--- config.mk ---
export PLATFORM = sky130hd
export DESIGN_NAME = hed_dispatch
export DESIGN_NICKNAME = d
export VERILOG_FILES = /design/src/rtl/hed_pkg.sv /design/src/rtl/hed_prio.sv /design/src/rtl/hed_scratch.sv /design/src/rtl/hed_dispatch.sv
export SDC_FILE = /design/constraint.sdc
export NUM_CORES = 2
export LEC_CHECK = 0
export ABC_AREA = 1
export BUFFER_PORTS_ARGS = -buffer_cell sky130_fd_sc_hd__buf_2
export CAP_MARGIN = 30
export CORE_MARGIN = 4
export CORE_UTILIZATION = 25
export DETAILED_ROUTE_END_ITERATION = 10
export GPL_TIMING_DRIVEN = 0
export HOLD_SLACK_MARGIN = 0.1
export SLEW_MARGIN = 20
export SYNTH_ARGS = -nofsm -noshare
export SYNTH_HDL_FRONTEND = slang
export SYNTH_SLANG_ARGS = --single-unit
export TNS_END_PERCENT = 100
--- constraint.sdc ---
create_clock -name CLK_SYS -period 6.4 [get_ports CLK_SYS]
set_input_delay 0 -clock CLK_SYS [delete_from_list [all_inputs] [get_ports CLK_SYS]]
set_output_delay 0 -clock CLK_SYS [all_outputs]
set_load 0.005 [all_outputs]
--- src/rtl/hed_pkg.sv ---
package hed_pkg;
   // ****************************************************************
   // widths and entry offsets
   // ****************************************************************
   localparam int XLEN = 64;
   localparam logic [13:0] OFS_RESET   = 14'h0000;
   localparam logic [13:0] OFS_IACC    = 14'h0080;
   localparam logic [13:0] OFS_INTR    = 14'h0100;
   localparam logic [13:0] OFS_ITBM    = 14'h0180;
   localparam logic [13:0] OFS_DMISS   = 14'h0200;
   localparam logic [13:0] OFS_DMISS2  = 14'h0280;
   localparam logic [13:0] OFS_UNAL    = 14'h0300;
   localparam logic [13:0] OFS_DFLT    = 14'h0380;
   localparam logic [13:0] OFS_HWERR   = 14'h0400;
   localparam logic [13:0] OFS_ILLOP   = 14'h0480;
   localparam logic [13:0] OFS_ARITHMETIC_ENTRY   = 14'h0500;
   localparam logic [13:0] OFS_FPDIS   = 14'h0580;
   localparam logic [63:0] BASE_RESET  = 64'h0000000000000000;
   localparam logic [63:0] RET_RESET   = 64'h0000000000000001;
   localparam logic [1:0]  MODE_KERNEL = 2'h0;
   localparam logic [7:0]  FN_ILL_LO   = 8'h40;
   localparam logic [7:0]  FN_ILL_HI   = 8'h7f;
   localparam logic [7:0]  FN_UNPRIV_MAX = 8'hbf;
   localparam logic [7:0]  FN_PRIV_MAX = 8'h3f;
   localparam int          FLOW_MIN    = 2;
   localparam logic [1:0]  FLOW_CNT    = 2'(FLOW_MIN);
   localparam int          NSCRATCH    = 24;
   localparam int          NSHADOW     = 8;
   localparam logic [4:0]  REG_R8      = 5'h08;
   localparam logic [4:0]  REG_R14     = 5'h0e;
   localparam logic [4:0]  REG_R25     = 5'h19;

   // ****************************************************************
   // event inputs
   // ****************************************************************
   typedef struct packed {
      logic reset_req;
      logic iacc;
      logic intr;
      logic itb_miss;
      logic icache_miss;
      logic dmiss;
      logic dmiss2;
      logic sign_err;
      logic unal;
      logic data_fault_entry;
      logic hwerr;
      logic illop;
      logic arithmetic_entry;
      logic fp_op;
      logic fp_bad_type;
      logic replay;
      logic precise;
   } hed_evt_t;

   typedef enum logic [1:0] {
      ST_RUN   = 2'b00,
      ST_DRAIN = 2'b01,
      ST_ISSUE = 2'b11,
      ST_FLOW  = 2'b10
   } hed_state_t;
endpackage

--- src/rtl/hed_prio.sv ---
`timescale 1ns/1ps
module hed_prio
   import hed_pkg::*;
(
   input  hed_evt_t    ev,
   input  logic        float_enable_bit,
   output logic        hit,
   output logic [13:0] ofs
);
   logic dmiss_eff;
   logic fp_dis;
   // ****************************************************************
   // priority selection of trap entry
   // ****************************************************************
   always_comb begin
      dmiss_eff = ev.dmiss & ~ev.sign_err;
      fp_dis    = ev.fp_op & (~float_enable_bit | ev.fp_bad_type);
      hit = 1'b1;
      ofs = OFS_RESET;
      if (ev.reset_req) begin
         ofs = OFS_RESET;
      end else if (ev.iacc) begin
         ofs = OFS_IACC;
      end else if (ev.icache_miss & ev.itb_miss) begin
         ofs = OFS_ITBM;
      end else if (ev.intr) begin
         ofs = OFS_INTR;
      end else if (ev.itb_miss) begin
         ofs = OFS_ITBM;
      end else if (dmiss_eff) begin
         ofs = OFS_DMISS;
      end else if (ev.dmiss2 & ~ev.sign_err) begin
         ofs = OFS_DMISS2;
      end else if (ev.unal) begin
         ofs = OFS_UNAL;
      end else if (ev.data_fault_entry | (ev.sign_err & (ev.dmiss | ev.dmiss2))) begin
         ofs = OFS_DFLT;
      end else if (ev.hwerr) begin
         ofs = OFS_HWERR;
      end else if (ev.illop) begin
         ofs = OFS_ILLOP;
      end else if (ev.arithmetic_entry) begin
         ofs = OFS_ARITHMETIC_ENTRY;
      end else if (fp_dis) begin
         ofs = OFS_FPDIS;
      end else begin
         hit = 1'b0;
      end
   end
endmodule

--- src/rtl/hed_scratch.sv ---
`timescale 1ns/1ps
module hed_scratch
   import hed_pkg::*;
#(
   parameter int DEPTH = NSCRATCH
)(
   input  logic          clk,
   input  logic          we,
   input  logic [4:0]    waddr,
   input  logic [XLEN-1:0] wdata,
   input  logic [4:0]    raddr,
   output logic [XLEN-1:0] rdata
);
   logic [XLEN-1:0] mem [DEPTH];
   // ****************************************************************
   // scratch bank, written and read by internal register moves
   // ****************************************************************
   always_ff @(posedge clk) begin
      if (we && (int'(waddr) < DEPTH)) begin
         mem[waddr] <= wdata;
      end
   end

   // read is combinational so the owner's output flop gives one cycle latency
   always_comb begin
      rdata = (int'(raddr) < DEPTH) ? mem[raddr] : '0;
   end
endmodule

--- src/rtl/hed_dispatch.sv ---
`timescale 1ns/1ps
// Behaviour
// - entering a handler sets PC bit 0 and keeps it as mode flag
// - fetch address ignores PC bit 0 in handler mode
// - return jumps to saved address, mode from its bit 0
// - drain pipeline, save current PC, then dispatch
// - return with bit 0 clear re-enables interrupts and mapping
// - reset enters handler mode at offset zero
// - shadow registers replace R8-R14 and R25 in mode with enable
// - 24 scratch registers reached only by internal register moves
// - call entries at 2000 privileged and above for unprivileged
// - call issues to pipe E1 with minimal barrier stall
// - call saves next PC and pushes it on return stack
// - illegal call function codes start the illegal opcode trap
// - call target built from base and function field bits
// - a call takes at least four cycles total
// - trap loads return address and performs barrier
// - return stack gets trapping PC if precise, later PC otherwise
// - replay is handled without handler entry
// - high priority trap entries and their offsets
// - lower priority entries hardware error, illegal, arithmetic
// - float disabled trap on disabled float op or bad type
// - data miss suppressed by sign check error
// - instruction cache miss swaps translation miss and interrupt
// - interrupts held off in handler mode
// - instruction mapping off in handler mode, data mapping on
module hed_dispatch
   import hed_pkg::*;
(
   input  logic            CLK_SYS,
   input  logic            RST,
   input  hed_evt_t        EVT,
   input  logic [XLEN-1:0] CUR_PC,
   input  logic [XLEN-1:0] LATER_PC,
   input  logic            PIPE_EMPTY,
   input  logic            CALL_VALID,
   input  logic [XLEN-1:0] CALL_NEXT_PC,
   input  logic [7:0]      CALL_FUNC,
   input  logic            RET_VALID,
   input  logic            IPR_WE,
   input  logic            IPR_RE,
   input  logic [4:0]      IPR_ADDR,
   input  logic [XLEN-1:0] IPR_WDATA,
   input  logic            BASE_WE,
   input  logic            CTL_WE,
   input  logic [1:0]      CTL_MODE,
   input  logic            CTL_SHADOW,
   input  logic            CTL_FLOAT,
   input  logic [4:0]      GPR_ADDR,
   output logic            REDIRECT,
   output logic [XLEN-1:0] NEW_PC,
   output logic [XLEN-1:0] FETCH_PC,
   output logic            HANDLER_MODE,
   output logic            INTR_ENABLE,
   output logic            IMAP_ENABLE,
   output logic            DMAP_ENABLE,
   output logic            DRAIN_REQ,
   output logic            ISSUE_STALL,
   output logic            ISSUE_E1,
   output logic            RPS_PUSH,
   output logic [XLEN-1:0] RPS_PC,
   output logic [XLEN-1:0] EXC_RET,
   output logic            USE_SHADOW,
   output logic [2:0]      SHADOW_IDX,
   output logic [XLEN-1:0] IPR_RDATA
);
   // ****************************************************************
   // state record
   // ****************************************************************
   typedef struct packed {
      hed_state_t      st;
      logic [1:0]      flow;
      logic            is_call;
      logic [XLEN-1:0] target;
      logic [XLEN-1:0] ret;
      logic [XLEN-1:0] base;
      logic [XLEN-1:0] pc;
      logic [XLEN-1:0] rps_pc;
      logic            mode;
      logic            intr_en;
      logic            imap_en;
      logic            dmap_en;
      logic [1:0]      cur_mode;
      logic            shadow_en;
      logic            float_en;
      logic            redirect;
      logic            drain;
      logic            stall;
      logic            e1;
      logic            rps_push;
      logic            use_shadow;
      logic [2:0]      shadow_idx;
   } hed_reg_t;

   hed_reg_t    r;
   hed_reg_t    next_r;
   logic        trap_hit;
   logic [13:0] trap_ofs;
   logic        call_illegal;
   logic        call_kernel;
   logic [XLEN-1:0] scratch_rdata;
   hed_evt_t    ev_gated;

   // ****************************************************************
   // shadow register index map
   // ****************************************************************
   function automatic logic [3:0] shadow_map(input logic [4:0] a);
      if (a >= REG_R8 && a <= REG_R14) begin
         shadow_map = {1'b1, 3'(a - REG_R8)};
      end else if (a == REG_R25) begin
         shadow_map = {1'b1, 3'(NSHADOW - 1)};
      end else begin
         shadow_map = 4'h0;
      end
   endfunction

   // interrupts masked while in handler mode
   always_comb begin
      ev_gated      = EVT;
      ev_gated.intr = EVT.intr & ~r.mode;
   end

   hed_prio u_prio (
      .ev               (ev_gated),
      .float_enable_bit (r.float_en),
      .hit              (trap_hit),
      .ofs              (trap_ofs)
   );

   hed_scratch #(.DEPTH(NSCRATCH)) u_scratch (
      .clk   (CLK_SYS),
      .we    (IPR_WE & r.mode),
      .waddr (IPR_ADDR),
      .wdata (IPR_WDATA),
      .raddr (IPR_ADDR),
      .rdata (scratch_rdata)
   );

   // ****************************************************************
   // next state
   // ****************************************************************
   always_comb begin
      next_r          = r;
      next_r.redirect = 1'b0;
      next_r.rps_push = 1'b0;
      next_r.e1       = 1'b0;
      call_kernel  = (r.cur_mode == MODE_KERNEL);
      call_illegal = ((CALL_FUNC >= FN_ILL_LO) && (CALL_FUNC <= FN_ILL_HI))
                   || (CALL_FUNC > FN_UNPRIV_MAX)
                   || ((CALL_FUNC <= FN_PRIV_MAX) && !call_kernel);
      {next_r.use_shadow, next_r.shadow_idx} =
         shadow_map(GPR_ADDR) & {4{r.mode & r.shadow_en}};
      if (BASE_WE && r.mode) begin
         next_r.base = IPR_WDATA;
      end
      if (CTL_WE && r.mode) begin
         next_r.cur_mode  = CTL_MODE;
         next_r.shadow_en = CTL_SHADOW;
         next_r.float_en  = CTL_FLOAT;
      end
      case (r.st)
         ST_RUN: begin
            if (EVT.replay) begin
               next_r.st = ST_RUN;
            end else if (trap_hit) begin
               next_r.st      = ST_DRAIN;
               next_r.drain   = 1'b1;
               next_r.stall   = 1'b1;
               next_r.is_call = 1'b0;
               next_r.ret     = {CUR_PC[XLEN-1:1], r.mode};
               next_r.rps_pc  = EVT.precise ? CUR_PC : LATER_PC;
               next_r.target  = {r.base[XLEN-1:14], trap_ofs[13:1], 1'b1};
            end else if (CALL_VALID) begin
               next_r.st      = ST_DRAIN;
               next_r.drain   = 1'b1;
               next_r.stall   = 1'b1;
               next_r.rps_pc  = CALL_NEXT_PC;
               if (call_illegal) begin
                  next_r.is_call = 1'b0;
                  next_r.ret     = {CUR_PC[XLEN-1:1], r.mode};
                  next_r.target  = {r.base[XLEN-1:14], OFS_ILLOP[13:1], 1'b1};
               end else begin
                  next_r.is_call = 1'b1;
                  next_r.ret     = CALL_NEXT_PC;
                  next_r.target  = {r.base[XLEN-1:14], 1'b1, CALL_FUNC[7],
                                    CALL_FUNC[5:0], 5'h00, 1'b1};
               end
            end else if (RET_VALID && r.mode) begin
               next_r.redirect = 1'b1;
               next_r.pc       = r.ret;
               next_r.mode     = r.ret[0];
            end
         end
         ST_DRAIN: begin
            if (PIPE_EMPTY) begin
               next_r.st    = ST_ISSUE;
               next_r.drain = 1'b0;
               next_r.e1    = r.is_call;
            end
         end
         ST_ISSUE: begin
            next_r.st       = ST_FLOW;
            next_r.redirect = 1'b1;
            next_r.pc       = r.target;
            next_r.mode     = 1'b1;
            next_r.rps_push = 1'b1;
            next_r.flow     = FLOW_CNT;
         end
         default: begin
            next_r.flow = r.flow - 2'h1;
            if (r.flow == 2'h1) begin
               next_r.st    = ST_RUN;
               next_r.stall = 1'b0;
            end
         end
      endcase
      if (EVT.reset_req) begin
         next_r.st    = ST_ISSUE;
         next_r.drain = 1'b0;
         next_r.stall = 1'b1;
         next_r.is_call = 1'b0;
         next_r.target  = {r.base[XLEN-1:14], OFS_RESET[13:1], 1'b1};
      end
      // enables registered from the next mode so the outputs come from flops
      next_r.intr_en = ~next_r.mode;
      next_r.imap_en = ~next_r.mode;
      next_r.dmap_en = 1'b1;
   end

   // ****************************************************************
   // registered state
   // ****************************************************************
   always_ff @(posedge CLK_SYS) begin
      if (RST) begin
         r            <= '0;
         r.st         <= ST_ISSUE;
         r.stall      <= 1'b1;
         r.mode       <= 1'b1;
         r.dmap_en    <= 1'b1;
         r.base       <= BASE_RESET;
         r.target     <= RET_RESET;
         r.ret        <= RET_RESET;
         r.pc         <= RET_RESET;
      end else begin
         r <= next_r;
      end
   end

   // outputs
   always_ff @(posedge CLK_SYS) begin
      if (RST) begin
         IPR_RDATA <= '0;
      end else begin
         IPR_RDATA <= (IPR_RE && r.mode) ? scratch_rdata : '0;
      end
   end

   assign REDIRECT     = r.redirect;
   assign NEW_PC       = r.pc;
   assign FETCH_PC     = {r.pc[XLEN-1:2], 2'b00};
   assign HANDLER_MODE = r.mode;
   assign INTR_ENABLE  = r.intr_en;
   assign IMAP_ENABLE  = r.imap_en;
   assign DMAP_ENABLE  = r.dmap_en;
   assign DRAIN_REQ    = r.drain;
   assign ISSUE_STALL  = r.stall;
   assign ISSUE_E1     = r.e1;
   assign RPS_PUSH     = r.rps_push;
   assign RPS_PC       = r.rps_pc;
   assign EXC_RET      = r.ret;
   assign USE_SHADOW   = r.use_shadow;
   assign SHADOW_IDX   = r.shadow_idx;
endmodule

# Word-level counts from Yosys, hierarchy flattened
# Memory sizes are Yosys's and may differ from the RTL's. A register that Yosys moved wholly into a read port is not among the register bits.
# Index checks and enable logic that the tools add are counted.
# Widths: inputs -> output; s select.
# word_totals
register_bits	341
ram_bits	1536
inputBits	304
out_inout_bits	333
memories	1
# classes
addsub	2
n_lt_le_gt_ge	7
eq_ne	12
muxes	67
bitwise	22
n_reduce_logical	31
# memory_table
name	words	word_bits	rd	rd_clocked_by_memory_dff	write_ports	line	text
u_scratch.mem	24	64	1	1	1	hed_scratch.sv:14	logic [XLEN-1:0] mem [DEPTH];
# ops
op	count
$mux 129	4
$mux 64	7
$mux 128	2
$mux 14	12
$pmux 64 s2	1
$mux 1	24
$mux 2	7
$mux 11	1
$ne 2x2->1 const B	5
$not 1->1	10
$reduce_bool 2->1	5
$reduce_and 3->1	3
$and 1x1->1	8
$ge 8x7->1 const B	1
$gt 8x8->1 const B	1
$le 8x6->1 const B	1
$le 8x7->1 const B	1
$logic_and 1x1->1	8
$mux 4	2
$pmux 1 s2	4
$reduce_and 4->1	2
$pmux 2 s3	1
$reduce_or 2->1	3
$reduce_or 3->1	2
other kinds (21)	26

# Depth between registers and ports, before layout
# depth
ltp_word	20
ltp_mapped	13
mapped_depth_nobuf	12

# Hierarchy
# From an unflattened synthesis, not the netlist that was laid out.
# unflattened
cells_unflattened	8594
hier_area_um2	83613.9
# by_module_without_submodules
module	instances	cells_each	area_per_inst_um2	seq_area_each_um2
hed_scratch	1	5745	64003.9	46124.2
hed_dispatch	1	2797	19328.5	7787.5
hed_prio	1	52	281.5	0.0

# Worst setup path after synthesis
# No wires, ideal clock.
# synth_path
path_kind	in2reg
from	input IPR_ADDR[0]
to	memory u_scratch.mem[0][0] (enable)
setup_time_ns	0.486
arrival_time_ns	3.572
required_ns	5.914
path_slack_ns	2.341
path_stages	6
cell_sequence	nor2_2 buf_2 buf_2 buf_2 nand2_1 nor2_1
# synth_via
elab_chain_cells	4
# synth_lines
element	line	text
start, declared	hed_dispatch.sv:42	input logic [4:0] IPR_ADDR,
$lt 5x5->1	hed_scratch.sv:19	if (we && (int'(waddr) < DEPTH)) begin
$logic_and 1x1->1	hed_scratch.sv:19	
$mux 1	hed_scratch.sv:19	
$mux 1 (not written as such)	hed_scratch.sv:20	mem[waddr] <= wdata;
end, declared	hed_scratch.sv:14	
# Several ways; a longest one is shown, not always the timed one.

==> results.yml <==
sta:
  rsz0062_at_grt: "false"
  slew-limit-headroom_pct: 28.98
  period_share_pct: 66.14
  tightest_slew_ps: 1065
  hold_violations: 0
  skew_ps: 121.6
  report.final.setup_viol: 0
  slew_violations: 0
  min_period_ps: 4233
  max_freq_mhz: 236.2
die:
  dieArea_mm2: 0.3073
  core_area_mm2: 0.2970
  die-width_um: 554.3
  num_io_pins: 637
  num_rows: 200
  start_util_pct: 25.12
  die-height_um: 554.3
finish:
  fin_area_mm2: 0.09783
  area_growth_pct: 31.10
  multi_input_area_mm2: 0.01702
  final_layout_size_suffix_gt1_share_pct: 23.85
  final-seq-area_mm2: 0.05379
  fin_nets: 7561
  fillCellCount: 29140
global_routing:
  gr-usage-all-layers_pct: 18.41
  overflow: 0
  grt_pass1_vias: 54470
  grt_max_degree: 26
  antenna_found_initial: 89
  grt_pass1_wl_um: 407600
critical_path:
  critical_path_class: "flip-flop to flip-flop"
  start_kind: "flip-flop"
  end_kind: "flip-flop"
  required_ps: 7110
  worstPathArrival_ps: 4950
  cp_max_fo: 10
synthesis:
  synth.distinct_cells: 39
  synth_warnings: 0
  seq_area_frac_synth_pct: 72.09
  synthesis.instances: 5741
  synth_top_cell_area_share_pct: 61.81
  synth_area_mm2: 0.07462
  yosysTopAreaCell: "edfxtp_1"
  ys_seq_elements: 1919
  synth_area_leaders: "edfxtp_1 62%, dfxtp_1 10%, a22oi_1 5.8%, nand2_1 4.5%, a21oi_1 4.0%"
  avgSynthCellArea_um2: 13.00
pwr:
  vdd_ir_drop_max_mv: 0.2391
  cellLeakagePower_nw: 34.94
  power.total_w: 0.02827
  powerDensity_mw_per_mm2: 289.0
placed_design:
  hpwl_um: 215700
  gp_congestion: 0.9107
  portBuffers: 629
  place_area_mm2: 0.08506
clock_network:
  cts.sinks: 1919
  clkTransAtPathRegs_ps: 60
  postCtsSetupBuffers: 0
  clock_latency_ps: 920
  htreeDepth: 4
  cts_inserted_buffers: 210
  clockRootBuffer: "clkbuf_16"
  cts_tree: "done"
  clk_path_buf_depth: 4
outcome:
  status: "complete, no violations"
hold_path:
  min_from: "IPR_WDATA[4]"
  hp-class: "input pin to flip-flop"
detailed_routing:
  antenna_left: 0
  wirelength_um: 297000
  wl_per_cell_um: 25.97
  vias_per_cell: 4.865
  drt_iter0_drc: 6479
  vias: 55630
  dr.pass1.iters: 6
  drcViolationCount: 0
run:
  maxCapViolCount: 0
==> worst max-delay path, stage by stage (launching register included) <==
cell,delay (ps)
dfxtp_1,300
buf_4,220
inv_1,80
nand2_1,80
nand3_1,140
inv_2,60
nand3_2,190
buf_2,360
nand2_1,110
a21oi_1,140
dlygate4sd3_1,560
nand2_1,40
dlygate4sd3_1,570
nor2_1,100
dlygate4sd3_1,560
nor2_1,50
dlygate4sd3_1,550
==> path summary, 6_finish.rpt <==
path | end | slack, ps | cells after the start
min reg2reg | RPS_PC[0]$_SDFFE_PP0P_ | 460 | 2
max | r[280]$_SDFFE_PP0P_ | 2170 | 16
max reg2reg | r[280]$_SDFFE_PP0P_ | 2170 | 16
min | u_scratch.mem[10][4]$_DFFE_PP_ | 150 | 2
==> Yosys cell counts (all sizes together) <==
| cell type | count |
|---|---|
| nand3 | 35 |
| a21oi | 599 |
| and3 | 1 |
| mux2 | 64 |
| a31oi | 19 |
| nor3 | 4 |
| nand2 | 890 |
| o31ai | 1 |
| a22o | 57 |
| buf | 504 |
| nand4 | 125 |
| a22oi | 574 |
| o22ai | 1 |
| or2 | 129 |
| dfxtp | 383 |
| o211ai | 24 |
| clkbuf | 141 |
| o41ai | 1 |
| ha | 5 |
| nor2 | 331 |
| a211oi | 1 |
| a21boi | 1 |
| a41oi | 43 |
| edfxtp | 1536 |
| nor3b | 5 |
| o21ai | 212 |
| conb | 2 |
| inv | 53 |
==> per-stage QoR <==
stage	setup slack [ps]	cells	setup TNS (ps)	hold WS (ps)	utilization, %
floorplan	2341	5742	0	98.87	-
global placement	-2518	10310	-2716970	252.1	27.84
detailed placement	2480	10410	0	262.3	28.64
CTS	2266	11360	0	101.6	32.88
global route	2011	11400	0	160.6	32.90
finish	2167	11430	0	148.2	32.93
==> area by class of cell <==
cell class | instances | area share [%]
sequential | 1919 | 54.99
multi-input combinational | 3125 | 17.40
timing repair buffer | 1298 | 11.31
clock buffer | 254 | 5.647
tap | 3939 | 5.038
buffer | 645 | 3.893
clock inverter | 131 | 1.349
inverter | 53 | 0.2034
antenna | 70 | 0.1791
==> per-layer routing <==
layer / wire, µm / track usage (%) / up-vias
li1: - / - / 24190
met3: 25710 / 3.625 / 681
met1: 130500 / 26.15 / 27690
met2: 126300 / 26.97 / 3036
met5: 184 / 0 / -
met4: 14280 / 8.413 / 28
==> cells in the final DEF (no fill, tap or decap), types with 40 or more instances in the layout <==
master | Yosys | final
a41oi_1 | 43 | 43
nand4_1 | 124 | 124
a21oi_1 | 599 | 599
dlygate4sd3_1 | 0 | 574
or2_2 | 129 | 129
diode_2 | 0 | 70
clkbuf_16 | 0 | 213
a22o_1 | 57 | 57
buf_2 | 190 | 822
clkinv_2 | 0 | 40
nor2_1 | 325 | 301
inv_1 | 43 | 43
mux2_2 | 64 | 64
nand2_1 | 889 | 889
buf_16 | 0 | 44
buf_4 | 290 | 290
edfxtp_1 | 1536 | 1536
clkbuf_1 | 140 | 174
buf_12 | 0 | 42
dfxtp_1 | 383 | 383
o21ai_0 | 200 | 200
a22oi_1 | 574 | 574
==> kinds of logic (layout without fill, tap and decap cells) <==
kind of cell	count (synthesis)	count (layout)	synth area share, %
AOI/OAI and AO/OA	1533	1533	12.84
adders and majority gates	5	5	0.08384
buffers and inverters	698	2381	5.361
other	2	73	0.01006
and+or+nand+nor	1520	1520	8.651
muxes	64	64	0.9658
DFF	1919	1919	72.09
==> state kept, by name (all words and copies together) (netlist names), 3 cells and up, named ones only <==
signal,count
SHADOW_IDX,3
RPS_PC,64
u_scratch.mem,1536
IPR_RDATA,64
EXC_RET,64
r,116
NEW_PC,64
==> power by group <==
group,internal (W),leakage (nW),switching [W],total (W)
Clock,0.00691,3.32,0.00515,0.0121
Combinational,0.000853,14.7,0.00154,0.00239
Sequential,0.0137,16.9,0.000158,0.0138
==> what timing repair did <==
item	4_1_cts	5_1_grt
gates resized for setup	0	0
hold endpoints to repair	1862	0
hold buffers	574	0
(Power assumes the default switching activity.)
